**config.mk**
```make
export PLATFORM = sky130hd
export DESIGN_NAME = clp_cells
export DESIGN_NICKNAME = d
export VERILOG_FILES = /design/src/clp_pkg.sv /design/src/clp_cells.sv
export SDC_FILE = /design/constraint.sdc
export NUM_CORES = 1
export LEC_CHECK = 0
export ABC_AREA = 1
export BUFFER_PORTS_ARGS = -buffer_cell sky130_fd_sc_hd__clkbuf_2
export CAP_MARGIN = 10
export CORE_MARGIN = 10
export CORE_UTILIZATION = 40
export DETAILED_ROUTE_END_ITERATION = 7
export GPL_TIMING_DRIVEN = 0
export PLACE_DENSITY = 0.6
export REMOVE_ABC_BUFFERS = 1
export SETUP_SLACK_MARGIN = 0.02
export SYNTH_ARGS = -nofsm -noshare
export SYNTH_HDL_FRONTEND = slang
export SYNTH_SLANG_ARGS = --single-unit
```
**constraint.sdc**
```tcl
create_clock -name ref_clk -period 2.2 [get_ports ref_clk]
set_input_delay 0.22 -clock ref_clk [delete_from_list [all_inputs] [get_ports ref_clk]]
set_output_delay 0.22 -clock ref_clk [all_outputs]
set_load 0.02 [all_outputs]
```
**src/clp_pkg.sv**
```systemverilog
// Constants, register map and state layout for the configurable logic cells.
package clp_pkg;

	// ----------------------------------------------------------------
	// Register map
	// ----------------------------------------------------------------
	localparam logic [7:0]  CLP_ADDR_CFG_A  = 8'h00;
	localparam logic [7:0]  CLP_ADDR_CFG_B  = 8'h04;
	localparam logic [7:0]  CLP_ADDR_CFG_C  = 8'h08;
	localparam logic [7:0]  CLP_ADDR_STATUS = 8'h0c;
	localparam logic [31:0] CLP_CFG_RESET   = 32'h0000_0000;

	// ----------------------------------------------------------------
	// Field positions
	// ----------------------------------------------------------------
	localparam int CLP_SEL_W    = 5;
	localparam int CLP_A_LUT    = 0;
	localparam int CLP_A_SEQ    = 4;
	localparam int CLP_A_LATCH  = 5;
	localparam int CLP_A_CKINV  = 6;
	localparam int CLP_A_QINV   = 7;
	localparam int CLP_A_INIT   = 8;
	localparam int CLP_A_SEL0   = 9;
	localparam int CLP_A_SEL1   = 14;
	localparam int CLP_B_LUT    = 0;
	localparam int CLP_B_SEQ    = 8;
	localparam int CLP_B_LATCH  = 9;
	localparam int CLP_B_CKINV  = 10;
	localparam int CLP_B_QINV   = 11;
	localparam int CLP_B_INIT   = 12;
	localparam int CLP_B_PRESET = 13;
	localparam int CLP_B_SEL0   = 14;
	localparam int CLP_B_SEL1   = 19;
	localparam int CLP_B_SEL2   = 24;
	localparam int CLP_C_LUT    = 0;
	localparam int CLP_C_PIPE   = 8;
	localparam int CLP_C_TAP0   = 9;
	localparam int CLP_C_TAP1   = 12;
	localparam int CLP_C_QINV1  = 15;
	localparam int CLP_C_SEL0   = 16;
	localparam int CLP_C_SEL1   = 21;
	localparam int CLP_C_SEL2   = 26;

	// ----------------------------------------------------------------
	// State of the block
	// ----------------------------------------------------------------
	typedef struct packed {
		logic [31:0] cfg_a_ff;
		logic [31:0] cfg_b_ff;
		logic [31:0] cfg_c_ff;
		logic [2:0]  clk_prev_ff;
		logic        q_a_ff;
		logic        q_b_ff;
		logic [7:0]  pipe_ff;
		logic        out_a_ff;
		logic        out_b_ff;
		logic        tap0_ff;
		logic        tap1_ff;
		logic [31:0] rdata_ff;
	} clp_state_s;

endpackage : clp_pkg

```
**src/clp_cells.sv**
```systemverilog
// Two-input, set/reset and pipe-delay configurable logic cells with config registers.
//
// Decided for this implementation: the strobed register port and the placing of the registers.
`timescale 1ns/10ps
`default_nettype none

// Operation
// - Two-input table from four config bits.
// - Two-input sequential: input0 data, input1 clock.
// - Clock invert bit selects clock polarity.
// - Plain clock flip-flop loads on rise.
// - Inverted clock flip-flop loads on fall.
// - Plain clock latch transparent while clock low.
// - Inverted clock latch transparent while clock high.
// - Sequential outputs have selectable output polarity.
// - Initial state bit sets stored value.
// - Three-input table from eight config bits.
// - Set/reset cell: data, clock, clear-or-preset.
// - Clear low forces stored state zero.
// - Preset low forces stored state one.
// - Config bit picks clear or preset.
// - Pipe mode: input, clock, clear; two outputs.
// - Each tap picks 1-8 stages; second invertible.
// - Eight chained flip-flops, per-output tap mux.
// - Pipe clear low: reset, all outputs low.
// - Each input picked by 5-bit routing select.
module clp_cells
	import clp_pkg::*;
(
	// Clock and reset
	input  wire logic        ref_clk,
	input  wire logic        rst,
	// Register port
	input  wire logic [7:0]  reg_addr,
	input  wire logic [31:0] reg_wdata,
	input  wire logic        reg_wr,
	input  wire logic        reg_rd,
	output logic      [31:0] reg_rdata,
	// Routing lines
	input  wire logic [31:0] route_lines,
	// Cell outputs back to routing
	output logic             cell_a_out,
	output logic             cell_b_out,
	output logic             pipe_tap_first,
	output logic             pipe_tap_second
);

	// ----------------------------------------------------------------
	// Routed inputs
	// ----------------------------------------------------------------
	clp_state_s r;
	clp_state_s n;
	logic       a_in0, a_in1, b_in0, b_in1, b_in2, c_in0, c_in1, c_in2;
	logic [1:0] idx_a;
	logic [2:0] idx_b, idx_c;
	logic       q_a_nxt, q_b_nxt;
	logic [7:0] pipe_nxt;
	logic       pipe_rise;

	assign a_in0 = route_lines[r.cfg_a_ff[CLP_A_SEL0 +: CLP_SEL_W]];
	assign a_in1 = route_lines[r.cfg_a_ff[CLP_A_SEL1 +: CLP_SEL_W]];
	assign b_in0 = route_lines[r.cfg_b_ff[CLP_B_SEL0 +: CLP_SEL_W]];
	assign b_in1 = route_lines[r.cfg_b_ff[CLP_B_SEL1 +: CLP_SEL_W]];
	assign b_in2 = route_lines[r.cfg_b_ff[CLP_B_SEL2 +: CLP_SEL_W]];
	assign c_in0 = route_lines[r.cfg_c_ff[CLP_C_SEL0 +: CLP_SEL_W]];
	assign c_in1 = route_lines[r.cfg_c_ff[CLP_C_SEL1 +: CLP_SEL_W]];
	assign c_in2 = route_lines[r.cfg_c_ff[CLP_C_SEL2 +: CLP_SEL_W]];

	assign idx_a = {a_in1, a_in0};
	assign idx_b = {b_in2, b_in1, b_in0};
	assign idx_c = {c_in2, c_in1, c_in0};

	// ----------------------------------------------------------------
	// Flip-flop or latch step
	// ----------------------------------------------------------------
	// The routed clock is sampled; an edge is a change from the prior sample.
	function automatic logic clp_seq_step(
		input logic q,
		input logic d,
		input logic ck,
		input logic ck_prev,
		input logic latch,
		input logic inv
	);
		logic c;
		logic cp;
		c  = ck ^ inv;
		cp = ck_prev ^ inv;
		clp_seq_step = q;
		if (latch) begin
			if (!c) begin
				clp_seq_step = d;
			end
		end else if (c && !cp) begin
			clp_seq_step = d;
		end
	endfunction : clp_seq_step

	always_comb begin
		q_a_nxt = clp_seq_step(r.q_a_ff, a_in0, a_in1, r.clk_prev_ff[0],
			r.cfg_a_ff[CLP_A_LATCH], r.cfg_a_ff[CLP_A_CKINV]);
		q_b_nxt = clp_seq_step(r.q_b_ff, b_in0, b_in1, r.clk_prev_ff[1],
			r.cfg_b_ff[CLP_B_LATCH], r.cfg_b_ff[CLP_B_CKINV]);
		if (!b_in2) begin
			q_b_nxt = r.cfg_b_ff[CLP_B_PRESET];
		end
		pipe_rise = c_in1 && !r.clk_prev_ff[2];
		pipe_nxt  = r.pipe_ff;
		if (!c_in2) begin
			pipe_nxt = 8'h00;
		end else if (pipe_rise) begin
			pipe_nxt = {r.pipe_ff[6:0], c_in0};
		end
	end

	// ----------------------------------------------------------------
	// Next state
	// ----------------------------------------------------------------
	always_comb begin
		n = r;
		n.clk_prev_ff = {c_in1, b_in1, a_in1};
		n.q_a_ff      = q_a_nxt;
		n.q_b_ff      = q_b_nxt;
		n.pipe_ff     = r.cfg_c_ff[CLP_C_PIPE] ? pipe_nxt : 8'h00;

		if (reg_wr) begin
			case (reg_addr)
				CLP_ADDR_CFG_A: begin
					n.cfg_a_ff = reg_wdata;
					n.q_a_ff   = reg_wdata[CLP_A_INIT];
				end
				CLP_ADDR_CFG_B: begin
					n.cfg_b_ff = reg_wdata;
					n.q_b_ff   = reg_wdata[CLP_B_INIT];
				end
				CLP_ADDR_CFG_C: begin
					n.cfg_c_ff = reg_wdata;
					n.pipe_ff  = 8'h00;
				end
				default: begin
				end
			endcase
		end

		if (n.cfg_a_ff[CLP_A_SEQ]) begin
			n.out_a_ff = n.q_a_ff ^ n.cfg_a_ff[CLP_A_QINV];
		end else begin
			n.out_a_ff = r.cfg_a_ff[CLP_A_LUT + 32'(idx_a)];
		end
		if (n.cfg_b_ff[CLP_B_SEQ]) begin
			n.out_b_ff = n.q_b_ff ^ n.cfg_b_ff[CLP_B_QINV];
		end else begin
			n.out_b_ff = r.cfg_b_ff[CLP_B_LUT + 32'(idx_b)];
		end
		if (!n.cfg_c_ff[CLP_C_PIPE]) begin
			n.tap0_ff = r.cfg_c_ff[CLP_C_LUT + 32'(idx_c)];
			n.tap1_ff = 1'b0;
		end else if (!c_in2) begin
			n.tap0_ff = 1'b0;
			n.tap1_ff = 1'b0;
		end else begin
			n.tap0_ff = n.pipe_ff[n.cfg_c_ff[CLP_C_TAP0 +: 3]];
			n.tap1_ff = n.pipe_ff[n.cfg_c_ff[CLP_C_TAP1 +: 3]]
				^ n.cfg_c_ff[CLP_C_QINV1];
		end

		n.rdata_ff = 32'h0000_0000;
		if (reg_rd) begin
			case (reg_addr)
				CLP_ADDR_CFG_A:  n.rdata_ff = r.cfg_a_ff;
				CLP_ADDR_CFG_B:  n.rdata_ff = r.cfg_b_ff;
				CLP_ADDR_CFG_C:  n.rdata_ff = r.cfg_c_ff;
				CLP_ADDR_STATUS: n.rdata_ff = {16'h0000, r.pipe_ff, 2'b00, r.q_b_ff,
					r.q_a_ff, r.tap1_ff, r.tap0_ff, r.out_b_ff, r.out_a_ff};
				default:         n.rdata_ff = 32'h0000_0000;
			endcase
		end
	end

	always_ff @(posedge ref_clk) begin
		if (rst) begin
			r <= '0;
		end else begin
			r <= n;
		end
	end

	assign reg_rdata       = r.rdata_ff;
	assign cell_a_out      = r.out_a_ff;
	assign cell_b_out      = r.out_b_ff;
	assign pipe_tap_first  = r.tap0_ff;
	assign pipe_tap_second = r.tap1_ff;

	// ----------------------------------------------------------------
	// Checks
	// ----------------------------------------------------------------
	// A write reloads the stored state, so the checks other than p_init and p_init_b skip cycles with the write strobe.
	logic seq_a, ff_a, seq_b;
	assign seq_a = r.cfg_a_ff[CLP_A_SEQ] && !reg_wr;
	assign seq_b = r.cfg_b_ff[CLP_B_SEQ] && !reg_wr;
	assign ff_a  = seq_a && !r.cfg_a_ff[CLP_A_LATCH];

	property p_lut_a;
		@(posedge ref_clk) disable iff (rst)
		(!r.cfg_a_ff[CLP_A_SEQ] && !reg_wr) |=>
			cell_a_out == $past(r.cfg_a_ff[32'(idx_a)]);
	endproperty
	a_lut_a: assert property (p_lut_a) else $error("table output wrong");

	property p_ff_rise;
		@(posedge ref_clk) disable iff (rst)
		(ff_a && !r.cfg_a_ff[CLP_A_CKINV] && a_in1 && !r.clk_prev_ff[0]) |=>
			r.q_a_ff == $past(a_in0);
	endproperty
	a_ff_rise: assert property (p_ff_rise) else $error("rise load missed");

	property p_ff_fall;
		@(posedge ref_clk) disable iff (rst)
		(ff_a && r.cfg_a_ff[CLP_A_CKINV] && !a_in1 && r.clk_prev_ff[0]) |=>
			r.q_a_ff == $past(a_in0);
	endproperty
	a_ff_fall: assert property (p_ff_fall) else $error("fall load missed");

	property p_ff_hold;
		@(posedge ref_clk) disable iff (rst)
		(ff_a && a_in1 == r.clk_prev_ff[0]) |=> $stable(r.q_a_ff);
	endproperty
	a_ff_hold: assert property (p_ff_hold) else $error("flop changed without edge");

	property p_latch_hold;
		@(posedge ref_clk) disable iff (rst)
		(seq_a && r.cfg_a_ff[CLP_A_LATCH] && (a_in1 ^ r.cfg_a_ff[CLP_A_CKINV])) |=>
			$stable(r.q_a_ff);
	endproperty
	a_latch_hold: assert property (p_latch_hold) else $error("latch not holding");

	property p_latch_pass;
		@(posedge ref_clk) disable iff (rst)
		(seq_a && r.cfg_a_ff[CLP_A_LATCH] && r.cfg_a_ff[CLP_A_CKINV] && a_in1) |=>
			r.q_a_ff == $past(a_in0);
	endproperty
	a_latch_pass: assert property (p_latch_pass) else $error("latch not passing");

	property p_outpol;
		@(posedge ref_clk) disable iff (rst)
		seq_a |=> cell_a_out == (r.q_a_ff ^ $past(r.cfg_a_ff[CLP_A_QINV]));
	endproperty
	a_outpol: assert property (p_outpol) else $error("output polarity wrong");

	property p_init;
		@(posedge ref_clk) disable iff (rst)
		(reg_wr && reg_addr == CLP_ADDR_CFG_A) |=>
			r.q_a_ff == $past(reg_wdata[CLP_A_INIT]);
	endproperty
	a_init: assert property (p_init) else $error("initial state not loaded");

	property p_clr_pre;
		@(posedge ref_clk) disable iff (rst)
		(!reg_wr && !b_in2) |=> r.q_b_ff == $past(r.cfg_b_ff[CLP_B_PRESET]);
	endproperty
	a_clr_pre: assert property (p_clr_pre) else $error("clear or preset failed");

	property p_pipe_clr;
		@(posedge ref_clk) disable iff (rst)
		(r.cfg_c_ff[CLP_C_PIPE] && !reg_wr && !c_in2) |=>
			(r.pipe_ff == 8'h00 && !pipe_tap_first && !pipe_tap_second);
	endproperty
	a_pipe_clr: assert property (p_pipe_clr) else $error("pipe clear failed");

	property p_pipe_shift;
		@(posedge ref_clk) disable iff (rst)
		(r.cfg_c_ff[CLP_C_PIPE] && !reg_wr && c_in2 && pipe_rise) |=>
			r.pipe_ff == {$past(r.pipe_ff[6:0]), $past(c_in0)};
	endproperty
	a_pipe_shift: assert property (p_pipe_shift) else $error("pipe did not shift");

	property p_pipe_tap;
		@(posedge ref_clk) disable iff (rst)
		(r.cfg_c_ff[CLP_C_PIPE] && !reg_wr && c_in2) |=>
			pipe_tap_first == r.pipe_ff[r.cfg_c_ff[CLP_C_TAP0 +: 3]];
	endproperty
	a_pipe_tap: assert property (p_pipe_tap) else $error("tap select wrong");

	property p_lut_b;
		@(posedge ref_clk) disable iff (rst)
		(!r.cfg_b_ff[CLP_B_SEQ] && !reg_wr) |=>
			cell_b_out == $past(r.cfg_b_ff[CLP_B_LUT + 32'(idx_b)]);
	endproperty
	a_lut_b: assert property (p_lut_b) else $error("set/reset cell table output wrong");

	property p_lut_c;
		@(posedge ref_clk) disable iff (rst)
		(!r.cfg_c_ff[CLP_C_PIPE] && !reg_wr) |=>
			(pipe_tap_first == $past(r.cfg_c_ff[CLP_C_LUT + 32'(idx_c)]) && !pipe_tap_second);
	endproperty
	a_lut_c: assert property (p_lut_c) else $error("pipe cell table output wrong");

	property p_latch_low;
		@(posedge ref_clk) disable iff (rst)
		(seq_a && r.cfg_a_ff[CLP_A_LATCH] && !r.cfg_a_ff[CLP_A_CKINV] && !a_in1) |=>
			r.q_a_ff == $past(a_in0);
	endproperty
	a_latch_low: assert property (p_latch_low) else $error("latch not passing on low");

	property p_ff_b_rise;
		@(posedge ref_clk) disable iff (rst)
		(seq_b && !r.cfg_b_ff[CLP_B_LATCH] && !r.cfg_b_ff[CLP_B_CKINV] && b_in2 && b_in1
			&& !r.clk_prev_ff[1]) |=> r.q_b_ff == $past(b_in0);
	endproperty
	a_ff_b_rise: assert property (p_ff_b_rise) else $error("set/reset flop load missed");

	property p_outpol_b;
		@(posedge ref_clk) disable iff (rst)
		seq_b |=>
			cell_b_out == (r.q_b_ff ^ $past(r.cfg_b_ff[CLP_B_QINV]));
	endproperty
	a_outpol_b: assert property (p_outpol_b) else $error("set/reset polarity wrong");

	property p_init_b;
		@(posedge ref_clk) disable iff (rst)
		(reg_wr && reg_addr == CLP_ADDR_CFG_B) |=>
			r.q_b_ff == $past(reg_wdata[CLP_B_INIT]);
	endproperty
	a_init_b: assert property (p_init_b) else $error("set/reset initial state wrong");

	property p_tap_second;
		@(posedge ref_clk) disable iff (rst)
		(r.cfg_c_ff[CLP_C_PIPE] && !reg_wr && c_in2) |=>
			pipe_tap_second ==
				(r.pipe_ff[r.cfg_c_ff[CLP_C_TAP1 +: 3]] ^ r.cfg_c_ff[CLP_C_QINV1]);
	endproperty
	a_tap_second: assert property (p_tap_second) else $error("second tap wrong");

	property p_pipe_hold;
		@(posedge ref_clk) disable iff (rst)
		(r.cfg_c_ff[CLP_C_PIPE] && !reg_wr && c_in2 && !pipe_rise) |=>
			$stable(r.pipe_ff);
	endproperty
	a_pipe_hold: assert property (p_pipe_hold) else $error("pipe moved without edge");

endmodule : clp_cells

`default_nettype wire

```
After elaboration in Yosys (flattened, before gate mapping). Index checks and enable logic that the tools add are counted.

Bits in registers: 145. Logic and storage cells: 102. Input bits: 76. Output and inout port bits: 36.

Equal/unequal tests: 3. Multiplexer cells: 49. Reductions and logical operators: 12. Bitwise operators: 10. $lt $le $gt $ge: 13.

Operators with widths (count): $pmux 32 s4 (1); $mux 72 (1); $mux 32 (2); $lt 5x6->1 const B (8); $bmux 1 s5 (8); $mux 8 (5); $mux 1 (24); $eq 8x4->1 const B (2); $bmux 1 s3 (4); $lt 3x6->1 const B (2); $mux 10 (1); $eq 8x3->1 const B (1); $logic_not 8->1 (1); $lt 3x4->1 const B (2); $xor 1x1->1 (7); $lt 2x6->1 const B (1); $reduce_and 2->1 (3); $mux 2 (2); $logic_and 1x1->1 (3); $logic_not 1->1 (3); $not 1->1 (3); $reduce_or 3->1 (1); $bmux 1 s2 (1); $reduce_or 2->1 (1).

Longest topological paths before layout. Gate-level depths: netlist (run 1).

Depth after elaboration: 14. Depth in mapped cells: 21. Depth with buffers taken out: 19.

Worst setup path before layout (run 1). OpenSTA, ideal clock, no wires.

Path kind: flip-flop to flip-flop. Start: register r[75] in the netlist's numbering. End: register r, in the netlist pipe_tap_second. Required time: 2.086 ns. Cell stages (with the launch flop): 21. Arrival time: 1.711 ns. Path buffers: 3. Library setup time: 0.114 ns. Period minus slack after synthesis: 1.825 ns. Path slack: 0.375 ns. Cells stage by stage: dfxtp_1 > buf_6 > inv_6 > buf_8 > nand2_2 > nand3_1 > nand2_1 > nand2_1 > nand3_1 > nand2_1 > nand2_2 > nand2_4 > nor2_8 > buf_8 > nand4_1 > nand3_1 > nand3b_1 > nand2_1 > nand2_1 > nand2_1 > nor2_2.

Cells in the longest elaborated chain, start to end: 9. Elaborated cells on any way between the ends: 11. Those cells by class: mux (8); bitwise (2); reduce/logical (1).

RTL lines: start: declaration (RTL line clp_cells.sv:51) `clp_state_s r;`; start signal: assignment (RTL line clp_cells.sv:184) `r <= n;`; $bmux 1 s5 * (RTL line clp_cells.sv:67) `assign c_in2 = route_lines[r.cfg_c_ff[CLP_C_SEL2 +: CLP_SEL_W]];`; $mux 1 (implied by the code) * (RTL line clp_cells.sv:67); $mux 8 (RTL line clp_cells.sv:109) `if (!c_in2) begin`; $mux 8 (RTL line clp_cells.sv:124) `n.pipe_ff = r.cfg_c_ff[CLP_C_PIPE] ? pipe_nxt : 8'h00;`; $mux 8 (RTL line clp_cells.sv:127) `case (reg_addr)`; $mux 10 (RTL line clp_cells.sv:126) `if (reg_wr) begin`; $bmux 1 s3 (RTL line clp_cells.sv:163) `n.tap1_ff = n.pipe_ff[n.cfg_c_ff[CLP_C_TAP1 +: 3]]`; $mux 1 (implied by the code) (RTL line clp_cells.sv:163); $xor 1x1->1 (RTL line clp_cells.sv:164) `^ n.cfg_c_ff[CLP_C_QINV1];`.

Every way passes the cells marked *; elsewhere a longest branch is shown, timed or not. The select of a mux whose other input is x is not followed. A chain may end at the register's enable or synchronous reset.

Worst setup path in the final report (run 1).
Start: input reg_addr[1]. End: register r, in the netlist reg_rdata[9].

Cells in the longest elaborated chain, start to end: 2. Elaborated cells on any way between the ends: 5. Those cells by class: eq/ne (3); mux (1); reduce/logical (1).

RTL lines: start: declaration (RTL line clp_cells.sv:34) `input wire logic [7:0] reg_addr,`; $eq 8x4->1 (tied with other cells) (RTL line clp_cells.sv:169) `case (reg_addr)`; $pmux 32 s4 * (RTL line clp_cells.sv:169).

Every way passes the cells marked *; elsewhere a longest branch is shown, timed or not.

==> results of run 1 <==
## report_power, final
group | internal, uW | leakage (uW) | switching, uW
Sequential | 2620 | 0.00118 | 9.30
Combinational | 193 | 0.00314 | 431
Clock | 1640 | 0.000285 | 1290
## cells by family after synthesis
family	after synthesis	share of synthesized area, %
xor+xnor	1	0.0982
simple gates	608	30.9
buf+inv	274	14.8
flops	145	32.5
compound gates	357	21.7
## registers in the layout, summed over array words and instances (netlist names)
name             count
cell_a_out           1
reg_rdata           32
pipe_tap_second      1
r                  109
pipe_tap_first       1
cell_b_out           1
## layout make-up
type	instances	area, um2
repair buffers	156	985
repair inverters	1	7.51
inverters	156	636
fillers	2277	11400
clock inverters	12	123
clock buffers	20	457
multi-input cells	972	5000
well taps	280	350
flip-flops and latches	145	2950
## routing by layer
layer,global-route usage (%),up-vias
li1,-,4730
met5,0,-
met1,30.3,4550
met4,11.2,0
met3,5.84,95
met2,35.4,577
## stage by stage
step | hold slack, ns | power (uW)
after global placement | 0.448 | 3260
after CTS | 0.0328 | 6160
after detailed placement | 0.451 | 3260
final | 0.0310 | 6190
after global routing | 0.0395 | 6360
after floorplan | 0.289 | 2980
## cell usage in the layout, fill, tap and decap left out, types with 25 or more instances in the layout
cell and n:
nand2_1 265, nand3_1 170, buf_4 33, o21ai_0 153, nor2_1 87, a21oi_1 139
dfxtp_1 129, clkbuf_2 111, inv_1 125, nand2_2 25
## worst paths after layout
| path | startpoint | to | slack (ns) |
|---|---|---|---|
| worst min register to register | r[80] | r[80] | 0.45 |
| worst max register to register | r[75] | pipe_tap_second | 0.05 |
| worst max-delay path | reg_addr[1] | reg_rdata[9] | 0.03 |
| worst min-delay path | reg_wdata[1] | r[82] | 0.03 |
## worst reg2reg max path, stage by stage (launching register included)
cell and delay (ns):
dfxtp_4 0.44, buf_4 0.15, nand2_1 0.04, nand3_1 0.08, nand3_1 0.10, nand3_1 0.11
nand2_2 0.09, nand2_4 0.10, nand2_8 0.09, nor2_4 0.23, nand4_1 0.13, nand3_1 0.10
nand3b_1 0.10, nand2_2 0.09, nand2_1 0.06, nand2_2 0.07, nor2_4 0.05
## timing repair
action | in CTS | in global routing
setup buffers | 15 | 25
gates cloned | 3 | 4
resized for setup | 38 | 72
setup endpoints to repair | 81 | 11
pin swaps | 8 | 40
==> impl_metrics.tcl, run 1 <==
set metrics [dict create \
    fin_ws_ns 0.0263 \
    dpl_cell_area_um2 9200 \
    rsz0062_at_grt "yes" \
    setup_tns_ns 0 \
    path_delay_family "simple AND/OR/NAND/NOR gates" \
    syn-cell-area_um2 8920 \
    wl_met3_um 3700 \
    ios 112 \
    power_leakage_uw 0.00461 \
    synth_top_area_share_pct 32.5 \
    yosysTopAreaCell "dfxtp_1" \
    grt_pass1_vias 9074 \
    rows 54 \
    routabilityCongestion 0.961 \
    drive_above_1_share_pct 21.5 \
    clock-sinks 145 \
    ir_drop_uv 467 \
    drtPass1Iterations 8 \
    drv_slew 0 \
    hold_buffers 0 \
    crit_slowest_cell "nor3_2" \
    clkLatencyLatePin_ns 0.44 \
    synth_area_leaders "dfxtp_1 (33%), nand2_1 (12%), nand3_1 (10%)" \
    netlist_top_cells_count "nand2_1 (285), nand3_1 (184), o21ai_0 (155)" \
    fin_crit_ns 2.17 \
    worst_pin_slew_ns 1.06 \
    setup_viol 0 \
    cp_max_fo 8 \
    wl_met1_um 14800 \
    syn_avg_cell_area_um2 6.44 \
    hold_path.class "input port to flip-flop" \
    cpPeakStageDelay_ns 0.80 \
    outcome "completed" \
    pre_cts_ws_ns -1.78 \
    final_cells 1742 \
    diodes 0 \
    cts_tree "built" \
    cts_buffer_depth 2 \
    power.density_nw_per_um2 589 \
    syn_inst 1385 \
    h-tree-depth 4 \
    fmaxAchievable_mhz 460 \
    vias_per_cell 5.71 \
    crit_cells 9 \
    track_usage_pct 23.3 \
    routedWlPerCell_um 20.4 \
    wl_um 35500 \
    grt_max_degree 59 \
    seq_area_frac_synth_pct 32.5 \
    vias 9952 \
    dieHeight_um 169 \
    fin_nets 1525 \
    synth_seq_cells 145 \
    topRoutingLayerUsed "met4" \
    core-area_um2 21900 \
    hold_viol 0 \
    rr_worst_depth 16 \
    io_buffers 111 \
    setup.worst_path.class "input port to flip-flop" \
    grt_pass1_wl_um 52700 \
    endpoint_kind "flip-flop" \
    cp_data_arrival_time_ns 2.53 \
    crit_required_ns 2.56 \
    cap_violations 0 \
    synth_edf_count 0 \
    critPathLaunchType "input port" \
    async_flop_share_pct 0 \
    maxSlewHeadroom_pct 29.0 \
    yosys.cell_count.top_type "nand2_1" \
    die_width_um 169 \
    cts_buffers 17 \
    start_util_pct 40.7 \
    area_growth_syn_to_layout_pct 17.8 \
    dp.final_hpwl_um 23500 \
    synthDistinctLibCells 44 \
    final_util_pct 48.0 \
    yosysWarnings 0 \
    worst-path-buf-inv 3 \
    dp_cells 1663 \
    remaining_drc_errors 0 \
    path_common_cell "a21oi_1" \
    worst_clock_skew_ns 0.0116 \
    root_buffer "clkbuf_16" \
    gr-total-overflow 0 \
    crit_path_cell_trace "clkbuf_2, or2_4, nor2_1, inv_2, nor3_2, inv_1, o22ai_1, a21oi_1, a21oi_1" \
    finalCritPeriodShare_pct 98.8 \
    die_area_um2 28700 \
    antenna_left 0 \
    drtIter0Drc 1322 \
    stdcell_area_um2 10500 \
    wl_met2_um 15500 \
    clk_pin_slew_ns 0.07 \
    antenna_found_initial 0 \
    hold_path_depth 3 \
    yosys_most_used_dff "dfxtp_1" \
]
No activity file was read; power rests on OpenSTA's default activity.
==> inputs of run 2 (changes only) <==
--- a/config.mk
+++ b/config.mk
@@ -11,7 +11,7 @@
 export CORE_MARGIN = 10
 export CORE_UTILIZATION = 40
 export DETAILED_ROUTE_END_ITERATION = 7
-export GPL_TIMING_DRIVEN = 0
+export GPL_TIMING_DRIVEN = 1
 export PLACE_DENSITY = 0.6
 export REMOVE_ABC_BUFFERS = 1
 export SETUP_SLACK_MARGIN = 0.02
==> run 2 against run 1 <==
Maximum frequency grew 2.9%. Clock power grew 7.5%. Wire length grew 2.5%. Global-route usage grew 0.37 points. Hold slack gained 0.0066 ns. Register-to-register slack gained 0.04 ns. Largest cell class unchanged. Setup slack gained 0.062 ns. Clock-buffer cell count shrank 1.
==> impl_metrics.tcl, run 2 (synthesized netlist as in run 1, its figures left out) <==
set metrics [dict create \
    outcome "completed" \
    drtIter0Drc 1218 \
    wl_um 36400 \
    largest_register "r" \
    vias 10100 \
    maxSlewHeadroom_pct 61.5 \
    nFillCells 2262 \
    final_common_cell "nand2_1" \
    rows 54 \
    setup_viol 0 \
    drv_slew 0 \
    power.density_nw_per_um2 589 \
    gr-total-overflow 0 \
    power_leakage_uw 0.00484 \
    cts_buffers 17 \
    die_width_um 169 \
    root_buffer "clkbuf_16" \
    largest_reg_flops 109 \
    routedWlPerCell_um 20.4 \
    antenna_found_initial 0 \
    dp_cells 1726 \
    fin_nets 1571 \
    crit_path_cell_trace "buf_8, clkinv_8, nand2_2, nand3_2, nand2_1, nand2_1, nand3_2, nand2_2, nand2_4, nand2_8, nor2_4, nand4_1, nand3_1, nand3b_1, nand2_2, nand2_1, nand2_1, nor2_2" \
    worst_pin_slew_ns 0.577 \
    hold_viol 0 \
    remaining_drc_errors 0 \
    drtPass1Iterations 8 \
    reg2reg_slack_ns 0.09 \
    h-tree-depth 4 \
    multi_input_area_um2 5020 \
    hold_start "reg_wdata[30]" \
    grt-busiest-layer "met2" \
    core-area_um2 21900 \
    fmaxAchievable_mhz 474 \
    gr-usage-met2_pct 35.8 \
    hold_buffers 0 \
    hold_path_depth 3 \
    fin_crit_ns 2.11 \
    die_area_um2 28700 \
    grt_max_degree 41 \
    clkLatencyLatePin_ns 0.44 \
    final_util_pct 50.0 \
    regArea_um2 2930 \
    setup.worst_path.class "flip-flop to flip-flop" \
    rr_worst_depth 18 \
    grt_pass1_wl_um 53200 \
    hold_path.class "input port to flip-flop" \
    cp_data_arrival_time_ns 2.45 \
    vias_per_cell 5.65 \
    cts_buffer_depth 2 \
    antenna_left 0 \
    intPower_uw 4710 \
    start_util_pct 40.7 \
    critPathLaunchType "flip-flop" \
    area_growth_syn_to_layout_pct 22.7 \
    p_sw_share_pct 27.0 \
    io_buffers 111 \
    ios 112 \
    grt_pass1_vias 9050 \
    diodes 0 \
    dieHeight_um 169 \
    crit_required_ns 2.54 \
    finalCritPeriodShare_pct 96.0 \
    clk_pin_slew_ns 0.07 \
    use_met3_pct 6.69 \
    cts_tree "built" \
    grt_util_met1_pct 31.0 \
    pre_cts_ws_ns -0.0435 \
    clockPowerShare_pct 49.0 \
    switching_power_uw 1740 \
    clock-sinks 145 \
    track_usage_pct 23.7 \
    routabilityCongestion 0.978 \
    fin_ws_ns 0.0882 \
    worst-path-buf-inv 2 \
    final_cell_mix "nand2_1 (252), nand3_1 (155), o21ai_0 (151)" \
    p_seq_share_pct 40.9 \
    ir_drop_uv 613 \
    final_cells 1787 \
    drive_above_1_share_pct 25.1 \
    hold_path_end "r[143]" \
    p_comb_share_pct 10.1 \
    worst_clock_skew_ns 0.0123 \
    path_common_cell "nand2_1" \
    path_delay_family "simple AND/OR/NAND/NOR gates" \
    cap_violations 0 \
    holdWs_ns 0.0377 \
    r2r_start "r[75]" \
    endpoint_kind "flip-flop" \
    crit_slowest_cell "dfxtp_4" \
    rsz0062_at_grt "yes" \
    rr_endpoint "pipe_tap_second" \
    cp_max_fo 8 \
    dp.final_hpwl_um 25300 \
    cpPeakStageDelay_ns 0.37 \
]
[run 2: per-layer routing]
metal / share of wire, % / vias to the layer above
li1: - / 4808
met2: 44 / 517
met1: 42 / 4666
met3: 9.6 / 97
met4: 4.2 / 0
met5: 0 / -
[run 2: layout make-up]
class                           instances  share of cell area, %
Tap cell                              280                   3.20
Multi-Input combinational cell        968                   45.8
Sequential cell                       145                   26.8
Timing Repair inverter                  6                  0.389
Inverter                              156                   5.81
Clock buffer                           19                   4.14
Timing Repair Buffer                  201                   12.4
Clock inverter                         12                   1.54
[run 2: repair_timing]
| item | in CTS | in global routing |
|---|---|---|
| setup buffers | 0 | 19 |
| setup endpoints to repair | 2 | 5 |
| gates resized for setup | 3 | 119 |
| pin swaps | 0 | 39 |
| gates cloned | 0 | 11 |
[run 2: through the flow]
stage / setup TNS, ns / area [um2] / total power, uW
after floorplan: -19.21 / 8200 / 2980
after global placement: -0.0161 / 9660 / 3300
after detailed placement: -0.0435 / 9660 / 3290
after CTS: 0 / 10300 / 6430
after global routing: -0.110 / 10900 / 6640
final: 0 / 10900 / 6450
[run 2: worst reg2reg max path, cell delays in order (launching register included)]
cell	delay (ns)
dfxtp_4	0.37
buf_8	0.15
clkinv_8	0.08
nand2_2	0.07
nand3_2	0.06
nand2_1	0.07
nand2_1	0.08
nand3_2	0.09
nand2_2	0.08
nand2_4	0.10
nand2_8	0.09
nor2_4	0.21
nand4_1	0.14
nand3_1	0.11
nand3b_1	0.09
nand2_2	0.09
nand2_1	0.05
nand2_1	0.07
nor2_2	0.03
[run 2: power groups by stage]
| stage | clock [uW] | combinational (uW) | sequential, uW |
|---|---|---|---|
| finish | 3160 | 652 | 2640 |
| floorplan | 0 | 273 | 2710 |
| global route | 3300 | 703 | 2640 |
| detailed placement | 0 | 587 | 2710 |
| global placement | 0 | 590 | 2710 |
| CTS | 3190 | 591 | 2650 |
[run 2: worst max-delay path by stage]
stage	to	cells past startpoint	startpoint
2_1_floorplan	cell_b_out	11	reg_addr[1]
6_report	pipe_tap_second	18	r[75]
3_3_place_gp	pipe_tap_first	13	reg_addr[1]
5_1_grt	cell_a_out	19	r[127]
3_5_place_dp	pipe_tap_first	13	reg_addr[1]
4_1_cts	pipe_tap_first	15	r[75]
